### src/design/pes_pkg.sv
`default_nettype none
package pes_pkg;
  localparam int unsigned DATA_W = 32;
  localparam int unsigned ADDR_W = 8;
  localparam int unsigned NUM_COUNTERS = 2;

  // Register byte offsets
  localparam logic [ADDR_W-1:0] SEL_ZERO_OFFSET  = 8'h00;
  localparam logic [ADDR_W-1:0] SEL_ONE_OFFSET   = 8'h04;
  localparam logic [ADDR_W-1:0] COUNT_ZERO_OFFSET = 8'h08;
  localparam logic [ADDR_W-1:0] COUNT_ONE_OFFSET  = 8'h0C;

  // Event-select field layout
  localparam int unsigned CODE_LSB    = 0;
  localparam int unsigned CODE_MSB    = 7;
  localparam int unsigned QUAL_LSB    = 8;
  localparam int unsigned QUAL_MSB    = 15;
  localparam int unsigned ENABLE_BIT  = 22;
  localparam int unsigned SCOPE_BIT   = 5;
  localparam int unsigned STATE_MSB   = 3;

  // Reset values and unmapped read value
  localparam logic [DATA_W-1:0] SEL_RESET   = 32'h0000_0000;
  localparam logic [DATA_W-1:0] COUNT_RESET = 32'h0000_0000;
  localparam logic [DATA_W-1:0] UNMAPPED_READ = 32'h0000_0000;

  // Event codes
  localparam logic [7:0] CODE_RETIRED_INSTR   = 8'hC0;
  localparam logic [7:0] CODE_RETIRED_MICROOP = 8'hC2;
  localparam logic [7:0] CODE_DECODED_INSTR   = 8'hD0;
  localparam logic [7:0] CODE_HW_INTERRUPT    = 8'hC8;
  localparam logic [7:0] CODE_RETIRED_BRANCH  = 8'hC4;
  localparam logic [7:0] CODE_RETIRED_TAKEN   = 8'hC9;
  localparam logic [7:0] CODE_DECODED_BRANCH  = 8'hE0;
  localparam logic [7:0] CODE_TARGET_MISS     = 8'hE2;
  localparam logic [7:0] CODE_SPURIOUS_BRANCH = 8'hE4;
  localparam logic [7:0] CODE_STORE_DRAIN     = 8'h04;
  localparam logic [7:0] CODE_SEGMENT_LOAD    = 8'h06;
  localparam logic [7:0] CODE_CACHE_ACCESS    = 8'h28;
  localparam logic [7:0] CODE_BUS_TRANSACTION = 8'h70;

  localparam logic [1:0] HTRANS_NONSEQ = 2'b10;

  typedef struct packed {
    logic       retired_instruction_event;
    logic       retired_microop_event;
    logic       decoded_instruction_event;
    logic       hardware_interrupt_received_event;
    logic       retired_branch_event;
    logic       retired_taken_branch_event;
    logic       decoded_branch_event;
    logic       branch_target_miss_event;
    logic       spurious_branch_event;
    logic       store_queue_drain_event;
    logic       segment_load_event;
    logic       cache_access_event;
    logic [3:0] cache_line_state;
    logic       bus_transaction_event;
    logic       bus_transaction_self;
  } pes_event_type;

  typedef enum logic [1:0] {
    BUS_IDLE      = 2'b00,
    BUS_WRITE     = 2'b01,
    BUS_READ_WAIT = 2'b10,
    BUS_READ_DONE = 2'b11
  } pes_bus_state_type;
endpackage
`default_nettype wire

### src/design/pes_event_decoder.sv
// Summary of operation
// RL1: Code C0H counts retired instructions.
// RL2: Code C2H counts retired micro-operations.
// RL3: Code D0H counts decoded instructions.
// RL4: Code C8H counts received hardware interrupts.
// RL5: Code C4H counts retired branches.
// RL6: Code C9H counts retired taken branches.
// RL7: Code E0H counts branches at decode.
// RL8: Code E2H counts branch target buffer misses.
// RL9: Code E4H counts spurious branch predictions.
// RL10: Code 04H counts store queue drain cycles.
// RL11: Code 06H counts segment register loads.
// RL12: Cache events filtered by qualifier state bits.
// RL13: Filter FH counts all, 0H counts nothing.
// RL14: Qualifier bit 5 selects self or any agent.
// RL15: Code 7:0, qualifier 15:8, enable bit 22.
// RL16: Counter adds one per qualifying cycle.
`default_nettype none
module pes_event_decoder (
  input  wire logic                      hclk,
  input  wire logic                      hresetn,
  input  wire logic                      hsel,
  input  wire logic [31:0]               haddr,
  input  wire logic [1:0]                htrans,
  input  wire logic                      hwrite,
  input  wire logic [2:0]                hsize,
  input  wire logic [31:0]               hwdata,
  input  wire logic                      hready,
  output logic                           hreadyout,
  output logic                           hresp,
  output logic [31:0]                    hrdata,
  input  wire pes_pkg::pes_event_type    events_in,
  output logic                           counting_enabled
);

  pes_pkg::pes_bus_state_type state_reg;
  pes_pkg::pes_bus_state_type state_next;
  logic [pes_pkg::ADDR_W-1:0] addr_reg;
  logic [pes_pkg::DATA_W-1:0] hrdata_reg;
  logic [pes_pkg::DATA_W-1:0] sel_reg   [pes_pkg::NUM_COUNTERS];
  logic [pes_pkg::DATA_W-1:0] count_reg [pes_pkg::NUM_COUNTERS];
  logic [pes_pkg::NUM_COUNTERS-1:0] wr_sel;
  logic [pes_pkg::NUM_COUNTERS-1:0] wr_count;
  logic [pes_pkg::NUM_COUNTERS-1:0] hit;
  logic                       accept;
  logic                       write_phase;
  logic                       hit_sel_zero;
  logic                       hit_sel_one;
  logic                       hit_count_zero;
  logic                       hit_count_one;
  logic [pes_pkg::DATA_W-1:0] read_value;

  // Increment condition for one counter from its select word
  function automatic logic pes_hit(input logic [31:0] sel,
                                   input pes_pkg::pes_event_type ev);
    logic [7:0] code;
    logic [7:0] qual;
    logic       result;
    code   = sel[pes_pkg::CODE_MSB:pes_pkg::CODE_LSB];  // see RL15
    qual   = sel[pes_pkg::QUAL_MSB:pes_pkg::QUAL_LSB];  // see RL15
    result = 1'b0;
    case (code)
      pes_pkg::CODE_RETIRED_INSTR:   result = ev.retired_instruction_event;  // see RL1
      pes_pkg::CODE_RETIRED_MICROOP: result = ev.retired_microop_event;  // see RL2
      pes_pkg::CODE_DECODED_INSTR:   result = ev.decoded_instruction_event;  // see RL3
      pes_pkg::CODE_HW_INTERRUPT:
        result = ev.hardware_interrupt_received_event;  // see RL4
      pes_pkg::CODE_RETIRED_BRANCH:  result = ev.retired_branch_event;  // see RL5
      pes_pkg::CODE_RETIRED_TAKEN:   result = ev.retired_taken_branch_event;  // see RL6
      pes_pkg::CODE_DECODED_BRANCH:  result = ev.decoded_branch_event;  // see RL7
      pes_pkg::CODE_TARGET_MISS:     result = ev.branch_target_miss_event;  // see RL8
      pes_pkg::CODE_SPURIOUS_BRANCH: result = ev.spurious_branch_event;  // see RL9
      pes_pkg::CODE_STORE_DRAIN:     result = ev.store_queue_drain_event;  // see RL10
      pes_pkg::CODE_SEGMENT_LOAD:    result = ev.segment_load_event;  // see RL11
      // One-hot line state against the state filter
      pes_pkg::CODE_CACHE_ACCESS:
        result = ev.cache_access_event
                 && |(qual[pes_pkg::STATE_MSB:0] & ev.cache_line_state);  // see RL12 RL13
      // Scope bit clear restricts to own transactions
      pes_pkg::CODE_BUS_TRANSACTION:
        result = ev.bus_transaction_event
                 && (qual[pes_pkg::SCOPE_BIT] || ev.bus_transaction_self);  // see RL14
      default: result = 1'b0;
    endcase
    return result;
  endfunction

  // Bus front end: writes take no wait state, reads take one
  assign accept      = hsel && hready && (htrans == pes_pkg::HTRANS_NONSEQ || htrans[1]);
  assign write_phase = (state_reg == pes_pkg::BUS_WRITE);

  assign hit_sel_zero   = (addr_reg == pes_pkg::SEL_ZERO_OFFSET);
  assign hit_sel_one    = (addr_reg == pes_pkg::SEL_ONE_OFFSET);
  assign hit_count_zero = (addr_reg == pes_pkg::COUNT_ZERO_OFFSET);
  assign hit_count_one  = (addr_reg == pes_pkg::COUNT_ONE_OFFSET);

  assign wr_sel[0]   = write_phase && hit_sel_zero;
  assign wr_sel[1]   = write_phase && hit_sel_one;
  assign wr_count[0] = write_phase && hit_count_zero;
  assign wr_count[1] = write_phase && hit_count_one;

  assign read_value = hit_sel_zero   ? sel_reg[0]   :
                      hit_sel_one    ? sel_reg[1]   :
                      hit_count_zero ? count_reg[0] :
                      hit_count_one  ? count_reg[1] :
                      pes_pkg::UNMAPPED_READ;

  always_comb begin
    state_next = state_reg;
    case (state_reg)
      pes_pkg::BUS_READ_WAIT: state_next = pes_pkg::BUS_READ_DONE;
      default: begin
        if (accept) begin
          state_next = hwrite ? pes_pkg::BUS_WRITE : pes_pkg::BUS_READ_WAIT;
        end else begin
          state_next = pes_pkg::BUS_IDLE;
        end
      end
    endcase
  end

  always_ff @(posedge hclk or negedge hresetn) begin
    if (!hresetn) begin
      state_reg <= pes_pkg::BUS_IDLE;
      addr_reg  <= '0;
    end else begin
      state_reg <= state_next;
      if (accept) begin
        addr_reg <= haddr[pes_pkg::ADDR_W-1:0];
      end
    end
  end

  always_ff @(posedge hclk or negedge hresetn) begin
    if (!hresetn) begin
      hrdata_reg <= '0;
    end else if (state_reg == pes_pkg::BUS_READ_WAIT) begin
      hrdata_reg <= read_value;
    end
  end

  assign hreadyout = (state_reg != pes_pkg::BUS_READ_WAIT);
  assign hresp     = 1'b0;
  assign hrdata    = hrdata_reg;

  // Only the first select word gates both counters
  assign counting_enabled = sel_reg[0][pes_pkg::ENABLE_BIT];  // see RL15

  for (genvar i = 0; i < pes_pkg::NUM_COUNTERS; i++) begin : g_counter
    assign hit[i] = pes_hit(sel_reg[i], events_in);

    always_ff @(posedge hclk or negedge hresetn) begin
      if (!hresetn) begin
        sel_reg[i] <= pes_pkg::SEL_RESET;
      end else if (wr_sel[i]) begin
        sel_reg[i] <= hwdata;
      end
    end

    // Software write takes priority over a same-cycle increment
    always_ff @(posedge hclk or negedge hresetn) begin
      if (!hresetn) begin
        count_reg[i] <= pes_pkg::COUNT_RESET;
      end else if (wr_count[i]) begin
        count_reg[i] <= hwdata;
      end else if (counting_enabled && hit[i]) begin
        count_reg[i] <= count_reg[i] + 32'h0000_0001;  // see RL16
      end
    end
  end

endmodule // pes_event_decoder
`default_nettype wire

### config.mk
export PLATFORM = sky130hd
export DESIGN_NAME = pes_event_decoder
export DESIGN_NICKNAME = d
export VERILOG_FILES = /design/src/design/pes_pkg.sv /design/src/design/pes_event_decoder.sv
export SDC_FILE = /design/constraint.sdc
export NUM_CORES = 1
export LEC_CHECK = 0
export ABC_AREA = 0
export BUFFER_PORTS_ARGS = -buffer_cell sky130_fd_sc_hd__buf_4
export CAP_MARGIN = 15
export CORE_MARGIN = 1.5
export CORE_UTILIZATION = 55
export DETAILED_ROUTE_END_ITERATION = 6
export PLACE_DENSITY = 0.74
export REMOVE_ABC_BUFFERS = 1
export SYNTH_ARGS = -nofsm -noshare
export SYNTH_HDL_FRONTEND = slang
export SYNTH_SLANG_ARGS = --single-unit
### constraint.sdc
create_clock -name hclk -period 4.55 [get_ports hclk]
set_clock_uncertainty 0.15 [all_clocks]
set_input_delay 0.91 -clock hclk [delete_from_list [all_inputs] [get_ports hclk]]
set_output_delay 0.91 -clock hclk [all_outputs]
set_load 0.1 [all_outputs]
==> run_results.csv <==
group,metric,value,unit
floorplan,core_area,15900,sq um
power,comb_power_share,23.9,%
grt,track_usage,27.1,%
grt,grt_start_max_net_pins,91,
finish,largest_reg_flops,64,
grt,grt_pass1_wl,35500,microns
logic_synthesis,synth.avg_cell_area,10.6,sq um
power,p_leak,4.41,nW
logic_synthesis,synth_edf_count,0,
logic_synthesis,synth_largest_area_cell,"dfrtp_1",
power,p_int,3.15,mW
power,vdd_drop_max,373,uV
sta,min_period_over_period,67.7,%
worst_setup_path,cpPeakStageDelay,470,ps
detailed_routing,drt-wirelength-per-cell,19.2,microns
placed_design,io_buffers,97,
worst_setup_path,rrSetupSlack,1650,ps
flow_run,max_cap_violations,0,
logic_synthesis,synth_ff_type,"dfrtp_1",
logic_synthesis,seq_area_frac_synth,47.2,%
finish,final_nets,1018,
logic_synthesis,yosys-top-cells-area,"dfrtp_1, mux2_2, a21oi_1, xnor2_1, mux2i_1",
cts,clockBufferDepth,2,
cts,clk_pin_slew,60,ps
logic_synthesis,synth_warnings,0,
worst_setup_path,cp_max_fo,31,
finish,drive_gt1_share,27.6,%
placed_design,place_ws,1090,ps
grt,grt-ovfl-total,0,
detailed_routing,ant_nets,0,
logic_synthesis,ys_top_cells_by_count,"dfrtp_1, nand2_1, mux2_2",
finish,antenna-diode-count,0,
logic_synthesis,synth_area,9020,sq um
worst_setup_path,crit_type,"input port to flop",
power,p_clk_share,32.0,%
worst_setup_path,crit_required,4670,ps
power,pwr_density_cell,455,nW/um^2
power,switching_power,1.63,mW
cts,cts_setup_buffers,0,
logic_synthesis,syn_inst,850,
cts,cts_buffers,17,
sta,whs,331,ps
logic_synthesis,synth_top_cell_area_share,47.2,%
finish,final_cell_area,10500,sq um
sta,worst_slack,1470,ps
finish,syn_to_final_growth,16.5,%
sta,fin_crit,3080,ps
status,outcome,"complete, no violations",
logic_synthesis,synth_cell_types,63,
detailed_routing,via_count,6887,
sta,finalHoldViolCount,0,
detailed_routing,via_per_inst,5.98,
min_path,hp-class,"flop to flop",
cts,clk_latency,430,ps
floorplan,die_w,131,microns
floorplan,num_io_pins,127,
floorplan,die_y,131,microns
cts,cts_tree,"yes",
floorplan,fp.dieArea,17200,sq um
power,power_frac_seq,44.1,%
grt,antenna_found_initial,1,
logic_synthesis,async_flop_share,100,%
sta,slew_viol_final,0,
logic_synthesis,synthMostInstantiatedCell,"dfrtp_1",
placed_design,gp_congestion,0.817,
cts,h-tree-depth,4,
detailed_routing,post-route-drc-count,0,
sta,max-slew-margin-rel,31.0,%
sta,max_freq,325,MHz
sta,setup_viol,0,
worst_setup_path,start_kind,"input port",
sta,rsz0062_at_grt,"no",
cts,cts_sinks,170,
worst_setup_path,endpoint_kind,"flop",
placed_design,place_area,9870,sq um
grt,grt_pass1_vias,6769,
logic_synthesis,synth-seq-cells,170,
cts,cts-resized-gates,0,
worst_setup_path,critical_path.top_delay_family,"compound AO/OA/AOI/OAI gates",
detailed_routing,drtIter0Drc,578,
power,swShare,34.1,%
finish,stdcell_count,1152,
sta,finalSetupTns,0,ps
worst_setup_path,critPathBufInv,2,
floorplan,start_util,56.6,%
worst_setup_path,slowest_stage,"buf_4",
detailed_routing,drt_first_pass_iters,6,
cts,root_buffer,"clkbuf_16",
placed_design,hpwlAfterDp,15000,microns
cts,postCtsHoldBufs,0,
floorplan,row_count,46,
worst_setup_path,arrival,3200,ps
detailed_routing,routed_wl,22100,microns
placed_design,place_inst,1120,
worst_setup_path,path_cells,"buf_4 > o21ai_0 > o21ai_0 > a221o_2 > nor4_4 > buf_4 > or2b_1 > mux2i_1 > a21oi_1",
sta,tightest_slew,1030,ps
stage by stage:
step	power, mW	utilization [%]
floorplan	2.87	-
global placement	3.23	61.9
detailed placement	3.26	61.9
CTS	4.79	65.8
global route	4.98	65.9
finish	4.78	65.9
worst paths after layout:
| kind | startpoint | cells past startpoint | endpoint |
|---|---|---|---|
| min in group asynchronous | hresetn | 1 | sel_reg[35]$_DFFE_PN0P_ |
| worst min register to register | hrdata[30]$_DFFE_PN0P_ | 2 | hrdata[30]$_DFFE_PN0P_ |
| max in group asynchronous | hresetn | 2 | count_reg[31]$_DFFE_PN0P_ |
| worst max-delay path | events_in[0] | 9 | count_reg[33]$_DFFE_PN0P_ |
| worst max register to register | sel_reg[45]$_DFFE_PN0P_ | 8 | count_reg[33]$_DFFE_PN0P_ |
| worst min-delay path | hrdata[30]$_DFFE_PN0P_ | 2 | hrdata[30]$_DFFE_PN0P_ |
power groups by stage:
stage | Sequential, mW | Clock (mW) | Combinational [mW]
2_1_floorplan | 2.30 | 0 | 0.570
3_3_place_gp | 2.11 | 0 | 1.12
3_5_place_dp | 2.12 | 0 | 1.14
4_1_cts | 2.10 | 1.54 | 1.15
5_1_grt | 2.15 | 1.61 | 1.23
6_report | 2.11 | 1.53 | 1.14
placed cells by master (no fill, tap or decap), types with 3 or more instances in the layout:
master and instances:
dfrtp_1 169, buf_4 110, nand2_1 78, mux2_2 72, a21oi_1 64, nor2_1 53
o21ai_0 52, xnor2_1 35, mux2i_1 30, nand3_1 29, xor2_1 27, o221ai_1 25
nand4_1 21, clkbuf_16 17, nor3_1 13, a22o_1 11, and3_1 10, nor4b_2 9
and4_1 8, o21ai_1 8, nor4_2 8, mux4_2 7, inv_1 6, nor4_1 4
bufinv_16 4, clkinv_2 4, nand2b_1 3, nand3b_1 3, or3_1 3, nor3b_2 3
per-layer routing:
layer | GRT usage [%] | up-vias | part of all wire [%]
met4 | 5.49 | 2 | 1.1
met1 | 36.8 | 3414 | 46
met3 | 6.62 | 23 | 5.5
met5 | 0 | - | 0.059
li1 | - | 3252 | -
met2 | 44.6 | 196 | 48
cells by family after synthesis:
logic type                 synth area share (%)
and+or+nand+nor                            17.4
buffers and inverters                      3.29
xor gates and xnor gates                   6.02
other                                    0.0416
AOI/OAI and AO/OA                          11.8
adders and majority gates                 0.277
DFF                                        47.2
muxes                                      14.1
layout make-up:
type                       count  area, sq um
tap                          216          270
multi-input combinational    617         4480
timing repair buffer         112          865
fill                        1267         5430
clock inverter                12          173
clock buffer                  19          443
inverter                       6         22.5
sequential                   170         4260
worst reg2reg max path, delay by kind of cell, from the launching register on:
| family | cells | cell delay, ps |
|---|---|---|
| compound gates | 4 | 1090 |
| buf+inv | 1 | 470 |
| flops | 1 | 390 |
| mux | 1 | 210 |
| simple gates | 2 | 440 |
Power figures use the tool's default switching activity.
